$ cat src/core/charge_port_consts.vh
`ifndef CHARGE_PORT_CONSTS_VH
`define CHARGE_PORT_CONSTS_VH

// Clock period in ns
`define CLK_PERIOD_NS       10
// Length of the 1.2 V phase, in us
`define PHASE12_TIME_US     1000
// Cycles for the 1.2 V phase
`define PHASE12_CYCLES      ((`PHASE12_TIME_US * 1000) / `CLK_PERIOD_NS)
// Switching clock lock: edges of a valid external clock before locking
`define SYNC_LOCK_EDGES     4'h4
// Longest gap between external clock edges, in cycles
`define SYNC_GAP_CYCLES     16'h03e8
// Width of the sync gap counter
`define SYNC_GAP_W          16

// Attach states
`define ST_OFF              3'h0
`define ST_STARTUP          3'h1
`define ST_UNATTACHED       3'h2
`define ST_ATTACHED         3'h3

// Charging schemes
`define DCP_DIV3            2'h0
`define DCP_V12             2'h1
`define DCP_SHORT           2'h2

`endif

$ cat src/core/edge_sync.v
`default_nettype none
// Two-stage synchroniser with rising-edge pulse out
module edge_sync (
	// Clock and reset
	input  wire i_clk,
	input  wire i_rstn,
	// Input level
	input  wire i_d,
	// Outputs
	output wire o_q,
	output wire o_rise
);
	reg s1_r;
	reg s2_r;
	reg s3_r;

	always @(posedge i_clk) begin
		if (!i_rstn) begin
			s1_r <= 1'b0;
			s2_r <= 1'b0;
			s3_r <= 1'b0;
		end else begin
			s1_r <= i_d;
			s2_r <= s1_r;
			s3_r <= s2_r;
		end
	end

	assign o_q    = s2_r;
	assign o_rise = s2_r & ~s3_r;
endmodule
`default_nettype wire

$ cat src/core/charge_port_ctrl.v
// Behaviour
// - Once output node clears undervoltage lockout, sample turn-on input; high starts operation.
// - After start-up, watch both CC pins continuously for a sink.
// - Sink seen on either CC pin closes the port power switch.
// - Cable termination Ra on the other CC pin gets VCONN applied.
// - Only one automatic charging state; state machine picks shorted, Divider 3, 1.2 V.
// - Shorted mode ties D+ to D- through at most 200 ohms.
// - Divider 3 drives 2.7 V on both D+ and D-.
// - 1.2 V scheme shorts and pulls lines to 1.2 V, then shorted mode.
// - Auto-detect machine starts in Divider 3.
// - BC1.2 sink: switch back on without discharge, brief 1.2 V, then shorted.
// - Stay shorted until sink releases data line, then back to Divider 3.
// - Divider 3 compliant sink keeps the machine in Divider 3.
// - Shutdown while turn-on input is below its threshold.
// - Converter off on input overvoltage or output node undervoltage.
// - Active mode needs turn-on input, no undervoltage and a valid CC detection.
// - Active mode keeps forced constant switching even with no sink pull-down.
// - Lock switching to any valid clock on the switching clock input.
// - Orientation: released for CC1 sink, driven low for CC2, released when unattached.
`include "charge_port_consts.vh"
`default_nettype none
module charge_port_ctrl #(
	parameter PHASE12_CYCLES = `PHASE12_CYCLES
) (
	// Clock and reset
	input  wire       I_CLK,
	input  wire       I_RSTN,
	// Supply and enable comparators
	input  wire       i_en_above_thr,
	input  wire       i_undervoltage_lockout,
	input  wire       i_overvoltage_lockout,
	// CC comparators
	input  wire       i_cc1_rd,
	input  wire       i_cc2_rd,
	input  wire       i_cc1_ra,
	input  wire       i_cc2_ra,
	// Data line comparator: sink pulls D+ or D- as BC1.2 detection
	input  wire       i_dline_sink_drive,
	// Divider 3 sink seen (2.7 V held by sink)
	input  wire       i_div3_sink,
	// External switching clock
	input  wire       i_switching_clock_input,
	// Converter and power path
	output reg        o_converter_on,
	output reg        o_forced_constant_switching,
	output reg        o_sync_locked,
	output reg        o_port_switch_on,
	output reg        o_port_discharge,
	output reg        o_vconn_cc1,
	output reg        o_vconn_cc2,
	// Orientation open-drain pin
	output reg        o_orientation_flag_out,
	output reg        o_orientation_flag_oe,
	// Data line switches, charge mode and active flag
	output reg        o_dline_short,
	output reg        o_dline_div3,
	output reg        o_dline_pull12,
	output reg  [1:0] o_charge_mode,
	output reg        o_active
);
	localparam [31:0] PH_LAST = PHASE12_CYCLES - 1;

	wire dl_q;
	wire dl_rise;
	wire sc_rise;

	// Data line and external clock synchronised; sink timing is not ours
	edge_sync u_dline (
		.i_clk  (I_CLK),
		.i_rstn (I_RSTN),
		.i_d    (i_dline_sink_drive),
		.o_q    (dl_q),
		.o_rise (dl_rise)
	);

	edge_sync u_sclk (
		.i_clk  (I_CLK),
		.i_rstn (I_RSTN),
		.i_d    (i_switching_clock_input),
		.o_q    (),
		.o_rise (sc_rise)
	);

	reg  [2:0]  att_r;
	reg  [2:0]  att_nxt;
	reg  [1:0]  dcp_r;
	reg  [1:0]  dcp_nxt;
	reg  [31:0] ph_cnt_r;
	reg  [15:0] gap_r;
	reg  [3:0]  edges_r;
	reg         sink_cc2_r;

	wire undervoltage_lockout_ok   = ~i_undervoltage_lockout;
	wire supply_ok = undervoltage_lockout_ok & ~i_overvoltage_lockout;
	// Debug-accessory Rd/Rd also counts; only orientation differs
	wire sink_seen = i_cc1_rd | i_cc2_rd;
	wire attached  = (att_r == `ST_ATTACHED);

	// Attach sequencing
	always @* begin
		att_nxt = att_r;
		case (att_r)
			`ST_OFF: begin
				if (undervoltage_lockout_ok)
					att_nxt = `ST_STARTUP;
			end
			`ST_STARTUP: begin
				if (!undervoltage_lockout_ok)
					att_nxt = `ST_OFF;
				else if (i_en_above_thr)
					att_nxt = `ST_UNATTACHED;
			end
			`ST_UNATTACHED: begin
				if (!undervoltage_lockout_ok || !i_en_above_thr)
					att_nxt = `ST_OFF;
				else if (sink_seen)
					att_nxt = `ST_ATTACHED;
			end
			`ST_ATTACHED: begin
				if (!undervoltage_lockout_ok || !i_en_above_thr)
					att_nxt = `ST_OFF;
				else if (!sink_seen)
					att_nxt = `ST_UNATTACHED;
			end
			default: att_nxt = `ST_OFF;
		endcase
	end

	// Charging scheme selection
	always @* begin
		dcp_nxt = dcp_r;
		if (!attached) begin
			dcp_nxt = `DCP_DIV3;
		end else begin
			case (dcp_r)
				`DCP_DIV3: begin
					// Divider 3 sink holds 2.7 V; no data line drive seen
					if (dl_rise && !i_div3_sink)
						dcp_nxt = `DCP_V12;
					else
						dcp_nxt = `DCP_DIV3;
				end
				`DCP_V12: begin
					if (ph_cnt_r >= PH_LAST)
						dcp_nxt = `DCP_SHORT;
				end
				`DCP_SHORT: begin
					if (!dl_q)
						dcp_nxt = `DCP_DIV3;
				end
				default: dcp_nxt = `DCP_DIV3;
			endcase
		end
	end

	// Attach state register
	always @(posedge I_CLK) begin
		if (!I_RSTN) begin
			att_r <= `ST_OFF;
		end else begin
			att_r <= att_nxt;
		end
	end

	// Charging scheme register
	always @(posedge I_CLK) begin
		if (!I_RSTN) begin
			dcp_r <= `DCP_DIV3;
		end else begin
			dcp_r <= dcp_nxt;
		end
	end

	// Cleared outside the phase so every entry gets the full time
	always @(posedge I_CLK) begin
		if (!I_RSTN) begin
			ph_cnt_r <= 32'h0000_0000;
		end else if (dcp_r == `DCP_V12) begin
			ph_cnt_r <= ph_cnt_r + 32'h0000_0001;
		end else begin
			ph_cnt_r <= 32'h0000_0000;
		end
	end

	// Orientation latched at attach so a later Ra does not flip it
	always @(posedge I_CLK) begin
		if (!I_RSTN) begin
			sink_cc2_r <= 1'b0;
		end else if (att_r == `ST_UNATTACHED && sink_seen) begin
			sink_cc2_r <= i_cc2_rd & ~i_cc1_rd;
		end
	end

	reg  [15:0] gap_nxt;
	reg  [3:0]  edges_nxt;

	// Lock needs several edges each within the gap limit; a lost clock drops it
	always @* begin
		gap_nxt   = gap_r;
		edges_nxt = edges_r;
		if (sc_rise) begin
			gap_nxt = 16'h0000;
			if (edges_r != `SYNC_LOCK_EDGES)
				edges_nxt = edges_r + 4'h1;
		end else if (gap_r >= `SYNC_GAP_CYCLES) begin
			edges_nxt = 4'h0;
		end else begin
			gap_nxt = gap_r + 16'h0001;
		end
	end

	always @(posedge I_CLK) begin
		if (!I_RSTN) begin
			gap_r   <= 16'h0000;
			edges_r <= 4'h0;
		end else begin
			gap_r   <= gap_nxt;
			edges_r <= edges_nxt;
		end
	end

	// Converter group
	always @(posedge I_CLK) begin
		if (!I_RSTN) begin
			o_converter_on              <= 1'b0;
			o_forced_constant_switching <= 1'b0;
			o_sync_locked               <= 1'b0;
			o_active                    <= 1'b0;
		end else begin
			// Converter runs once enabled, regardless of sink presence
			o_converter_on <= supply_ok & i_en_above_thr
				& (att_r == `ST_UNATTACHED || attached);
			o_forced_constant_switching <= supply_ok & i_en_above_thr;
			o_sync_locked <= (edges_r == `SYNC_LOCK_EDGES) & supply_ok;
			// Converter off in lockout, so active cannot outlive it
			o_active <= i_en_above_thr & supply_ok & attached & sink_seen;
		end
	end

	// Port power path
	always @(posedge I_CLK) begin
		if (!I_RSTN) begin
			o_port_switch_on <= 1'b0;
			o_port_discharge <= 1'b0;
			o_vconn_cc1      <= 1'b0;
			o_vconn_cc2      <= 1'b0;
		end else begin
			o_port_switch_on <= attached & sink_seen & ~i_overvoltage_lockout;
			// Scheme changes never discharge the output
			o_port_discharge <= ~attached & (att_r != `ST_OFF);
			// Ra only on the pin opposite the sink
			o_vconn_cc1 <= attached & i_cc1_ra & i_cc2_rd & ~i_cc1_rd;
			o_vconn_cc2 <= attached & i_cc2_ra & i_cc1_rd & ~i_cc2_rd;
		end
	end

	// Orientation pin; released the cycle the sink goes
	always @(posedge I_CLK) begin
		if (!I_RSTN) begin
			o_orientation_flag_out <= 1'b0;
			o_orientation_flag_oe  <= 1'b0;
		end else begin
			o_orientation_flag_out <= 1'b0;
			o_orientation_flag_oe  <= attached & sink_seen & sink_cc2_r;
		end
	end

	// Data line switches
	always @(posedge I_CLK) begin
		if (!I_RSTN) begin
			o_charge_mode  <= `DCP_DIV3;
			o_dline_div3   <= 1'b0;
			o_dline_pull12 <= 1'b0;
			o_dline_short  <= 1'b0;
		end else begin
			o_charge_mode  <= dcp_r;
			o_dline_div3   <= attached & (dcp_r == `DCP_DIV3);
			o_dline_pull12 <= attached & (dcp_r == `DCP_V12);
			o_dline_short  <= attached
				& (dcp_r == `DCP_V12 || dcp_r == `DCP_SHORT);
		end
	end
endmodule
`default_nettype wire

$ cat config.mk
export PLATFORM = sky130hd
export DESIGN_NAME = charge_port_ctrl
export DESIGN_NICKNAME = d
export VERILOG_FILES = /design/src/core/edge_sync.v /design/src/core/charge_port_ctrl.v
export VERILOG_INCLUDE_DIRS = /design/src /design/src/core
export SDC_FILE = /design/constraint.sdc
export NUM_CORES = 1
export LEC_CHECK = 0
export ABC_AREA = 1
export BUFFER_PORTS_ARGS = -buffer_cell sky130_fd_sc_hd__buf_4
export CORE_MARGIN = 4
export CORE_UTILIZATION = 30
export DETAILED_ROUTE_END_ITERATION = 16
export PLACE_DENSITY = 0.56
export SYNTH_ARGS = -nofsm -noshare
export SYNTH_HDL_FRONTEND = slang
export SYNTH_HIERARCHICAL = 1
export SYNTH_SLANG_ARGS = --single-unit
$ cat constraint.sdc
create_clock -name I_CLK -period 2.2 [get_ports I_CLK]
set_clock_uncertainty 0.2 [all_clocks]
set_input_delay 0.44 -clock I_CLK [delete_from_list [all_inputs] [get_ports I_CLK]]
set_output_delay 0.44 -clock I_CLK [all_outputs]
set_load 0.02 [all_outputs]
# Yosys cells after proc, flatten, opt, wreduce, memory -nomap -nowiden

Cells that the tools add are included.
Widths: inputs -> output; s select.

Flip-flop bits (word level): 78
Bits in latches: 0
RAM bits: 0
Memory bits (read-only): 0
Input port bits: 12
Output and inout port bits: 15
Logic and storage cells: 107
Memories: 0

$add $sub $neg: 3
Multiply operators: 0
Div/mod/pow operators: 0
Magnitude comparators: 2
Eq/ne operators: 14
Shifts and indexed selects: 0
Muxes and demuxes: 15
Bitwise operators: 31
Reductions and logical operators: 17

Operator list:

| operator              | count |
|---|---|
| $add 32x1->32 const B | 1 |
| $ge 32x17->1 const B  | 1 |
| $and 1x1->1           | 22 |
| $mux 3                | 7 |
| $add 16x1->16 const B | 1 |
| $ge 16x10->1 const B  | 1 |
| $mux 4                | 3 |
| $pmux 3 s4            | 1 |
| $not 1->1             | 8 |
| $reduce_and 2->1      | 4 |
| $eq 3x2->1 const B    | 2 |
| $ne 2x2->1 const B    | 3 |
| $ne 3x3->1 const B    | 2 |
| $pmux 2 s3            | 1 |
| $add 4x1->4 const B   | 1 |
| $eq 4x3->1 const B    | 1 |
| $mux 2                | 2 |
| $ne 4x3->1 const B    | 1 |
| $reduce_and 4->1      | 1 |
| $eq 3x1->1 const B    | 1 |
| $logic_not 3->1       | 1 |
| $logic_or 1x1->1      | 3 |
| $ne 3x2->1 const B    | 1 |
| $reduce_bool 3->1     | 1 |
| other kinds (10)      | 12 |

# Longest topological paths before layout

Word-level depth: 5
Mapped depth: 10
Gate-level depth less buffers: 10

# Hierarchy

The synthesis kept the hierarchy.

Modules (own cells, without submodules):

| module           | times used | cells each | area an instance (µm²) | sequential area each (µm²) |
|---|---|---|---|---|
| charge_port_ctrl | 1          | 503        | 3498.4                 | 1421.4 |
| edge_sync        | 2          | 11         | 92.6                   | 60.1 |

# Worst setup path before layout

OpenSTA, ideal clock, no wires.

Path type: register to register
Start point: register ph_cnt_r[0]
End point: register ph_cnt_r[10]
Library setup time: 0.129 ns
Data arrival time: 1.231 ns
Required time: 1.871 ns
Slack: 0.640 ns
Cell stages (with the launch flop): 10
Buffers on the path: 0
Clock period less this slack: 1.560 ns
Path through: dfxtp_1 > ha_1 > nand2_1 > nor2_4 > nand2_2 > nor2_4 > inv_2 > nor2_4 > xor2_1 > nor2_1

Word-level cells in the longest chain between the ends: 1

RTL lines:

| what                   | RTL line               | RTL |
|---|---|---|
| from (decl)            | charge_port_ctrl.v:88  | `reg [31:0] ph_cnt_r;` |
| from (signal assigned) | charge_port_ctrl.v:179 | `ph_cnt_r <= ph_cnt_r + 32'h0000_0001;` |
| $add 32x1->32          | charge_port_ctrl.v:179 |  |

No other way between the ends.
A chain may end at the register's enable or synchronous reset.

# Worst setup path in the final report

Start point: register ph_cnt_r[9]
End point: register ph_cnt_r[27]

The elaborated chain is that of the path after synthesis.

==> flow_summary.yaml <==
sta:
  hold_viol: 0
  fmax_mhz: 584
  rsz0062_at_grt: "false"
  slew_headroom: 0.642
  worstMarginPinSlew_ns: 0.535
  min_period_ns: 1.71
  setup_viol: 0
  timing.final.crit_share: 0.778
  fin_tns_setup_ns: 0
  drv_slew: 0
routing:
  wirelength_um: 8000
  drc: 0
  ant_nets: 0
  drt_iter0_markers: 165
  drtPass1Iterations: 5
  wl_per_cell_um: 11.3
  vias: 3224
  viasPerCell: 4.55
floorplan:
  coreArea_um2: 12000
  die_area_um2: 14100
  die_x_um: 119
  die_h_um: 119
  initial_core_util: 0.307
  num_rows: 40
  ioPinCount: 27
global_route:
  grt_pass1_wl_um: 14100
  grt_overflow: 0
  grt_antenna_before_repair: 0
  grt_max_degree: 24
  grt.total_usage: 0.121
  grt_pass1_vias: 3082
place:
  io_buffer_count: 25
  hpwl_um: 6000
  routabilityCongestion: 0.870
synth:
  synthesis.area_per_instance_um2: 7.02
  synthCells: 525
  ys.flop_type: "dfxtp_1"
  ys_ff_latch: 77
  ys_types: 33
  synth.cell_area_um2: 3680
  synth_fp_nets: 549
  async_flop_share: 0
  yosys_warnings: 6
  synth-edff-count: 0
  yosysSeqAreaShare: 0.418
pwr:
  peakVddDrop_mv: 0.379
  finalPower_mw: 3.08
  power_leakage_nw: 1.61
  cellPowerDensity_nw_per_um2: 713
setup_path:
  cp_data_required_time_ns: 2.21
  reg2reg_from: "ph_cnt_r[9]"
  cp-end-kind: "flop"
  criticalPathCategory: "reg2reg"
  startpoint_type: "flop"
  path_max_fanout: 4
  cp.arrival_ns: 1.73
  crit_start: "ph_cnt_r[9]"
hold_path:
  hold_class: "in2reg"
  worstHoldStart: "i_dline_sink_drive"
layout:
  antenna_cells: 0
  seq_area_um2: 1540
  fillers: 1268
  syn_to_final_growth_pct: 17.4
  nets: 580
  drive_gt1_frac: 0.125
  multi_input_area_um2: 1780
cts:
  cts_max_level: 3
  tritoncts: "done"
  cts.reportedPaths.clkPinSlew_ns: 0.06
  clk_latency_ns: 0.33
  clock_path_buffers: 2
  cts_inserted_buffers: 9
  postCtsHoldBufs: 0
  ctsResizeCount: 0
  cts.sinks: 77
  cts_setup_buffers: 0
  cts.root.buffer_cell: "clkbuf_16"
flow_run:
  cap_violations: 0
run_status:
  outcome: "completed"
[cells by family after synthesis]
group,after synthesis,share of synthesized area
flops,77,0.418
buf+inv,94,0.0982
other cells,1,0.00102
simple gates,272,0.335
xor+xnor,9,0.0214
compound gates,60,0.0849
fa+ha+maj,12,0.0408
[Yosys cell counts, types with 2 or more instances]
cell / instances / area, um^2
buf_4: 2 / 15.0
nor2_2: 5 / 31.3
xnor2_1: 3 / 26.3
nor2_1: 65 / 244
nand2_2: 3 / 18.8
nand3_1: 26 / 130
ha_1: 12 / 150
nor3_1: 23 / 115
inv_2: 7 / 26.3
nor3b_1: 2 / 15.0
a211oi_1: 2 / 15.0
inv_1: 80 / 300
nand2_1: 121 / 454
clkbuf_1: 3 / 11.3
nand3_2: 2 / 20.0
nor3_2: 5 / 50.1
dfxtp_1: 77 / 1540
nor2_4: 5 / 56.3
o21ai_1: 2 / 10.0
xor2_1: 6 / 52.6
a21oi_1: 38 / 190
o21ai_0: 15 / 75.1
nand4_1: 11 / 68.8
[layout by cell type, fill, tap and decap left out, types with 2 or more instances in the layout]
master / count
nand2_2: 3
nor3_1: 23
nor2_1: 65
nand4_1: 11
nor3b_1: 2
clkbuf_1: 2
o21ai_0: 15
a211oi_1: 2
buf_4: 26
o21ai_1: 2
clkinv_2: 2
inv_2: 7
nand3_2: 2
xnor2_1: 3
clkbuf_16: 9
dfxtp_1: 77
nand2_1: 121
nor3_2: 5
a21oi_1: 38
ha_1: 12
nand3_1: 26
nor2_4: 5
xor2_1: 6
inv_1: 80
nor2_2: 5
[cell type report]
type / instances / share of cell area
Multi-Input combinational cell: 354 / 0.412
Timing Repair Buffer: 26 / 0.0451
Tap cell: 147 / 0.0425
Inverter: 88 / 0.0764
Clock inverter: 4 / 0.0110
Sequential cell: 77 / 0.356
Clock buffer: 12 / 0.0570
[sequential cells by signal, indices dropped and copies added, names as in the netlist, 2 cells and up]
| register | cells |
|---|---|
| dcp_r | 2 |
| ph_cnt_r | 32 |
| att_r | 2 |
| edges_r | 4 |
| gap_r | 16 |
| o_charge_mode | 2 |
[worst paths after layout]
path	end	slack, ns	depth (start not counted)
setup / recovery	ph_cnt_r[27]	0.49	7
hold / removal	u_dline/s1_r	0.09	3
setup reg to reg	ph_cnt_r[27]	0.49	7
hold reg to reg	u_sclk/o_q	0.21	2
[per-layer routing]
layer / global-route usage / routed length (um)
met1: 0.155 / 3900
met4: 0.0521 / 162
met5: 0 / 0
met3: 0.0266 / 362
met2: 0.196 / 3580
[report_power, final]
group	switching, mW	total (mW)	leakage, nW	internal, mW
combinational	0.104	0.174	0.847	0.0696
clock	0.558	1.46	0.143	0.906
sequential	0.0188	1.45	0.623	1.43
total	0.681	3.08	1.61	2.40
[per-stage QoR]
stage	worst slack (ns)	hold WS (ns)	util	area, um^2	instances
final	0.488	0.0878	0.360	4330	708
after global routing	0.272	0.0948	0.360	4330	708
after CTS	0.465	0.0754	0.360	4330	708
after detailed placement	0.500	0.196	0.336	4030	692
after global placement	0.526	0.188	0.336	4030	692
after floorplan	0.640	0.186	-	3680	525
[critical path, stage by stage (launching register included)]
cell and delay, ns:
dfxtp_1 0.39, nand2_1 0.14, nor2_1 0.24, nand4_1 0.20, nor2_1 0.22, nand2_1 0.08
nand2_1 0.06, a21oi_1 0.05
Power figures use the tool's default switching activity.
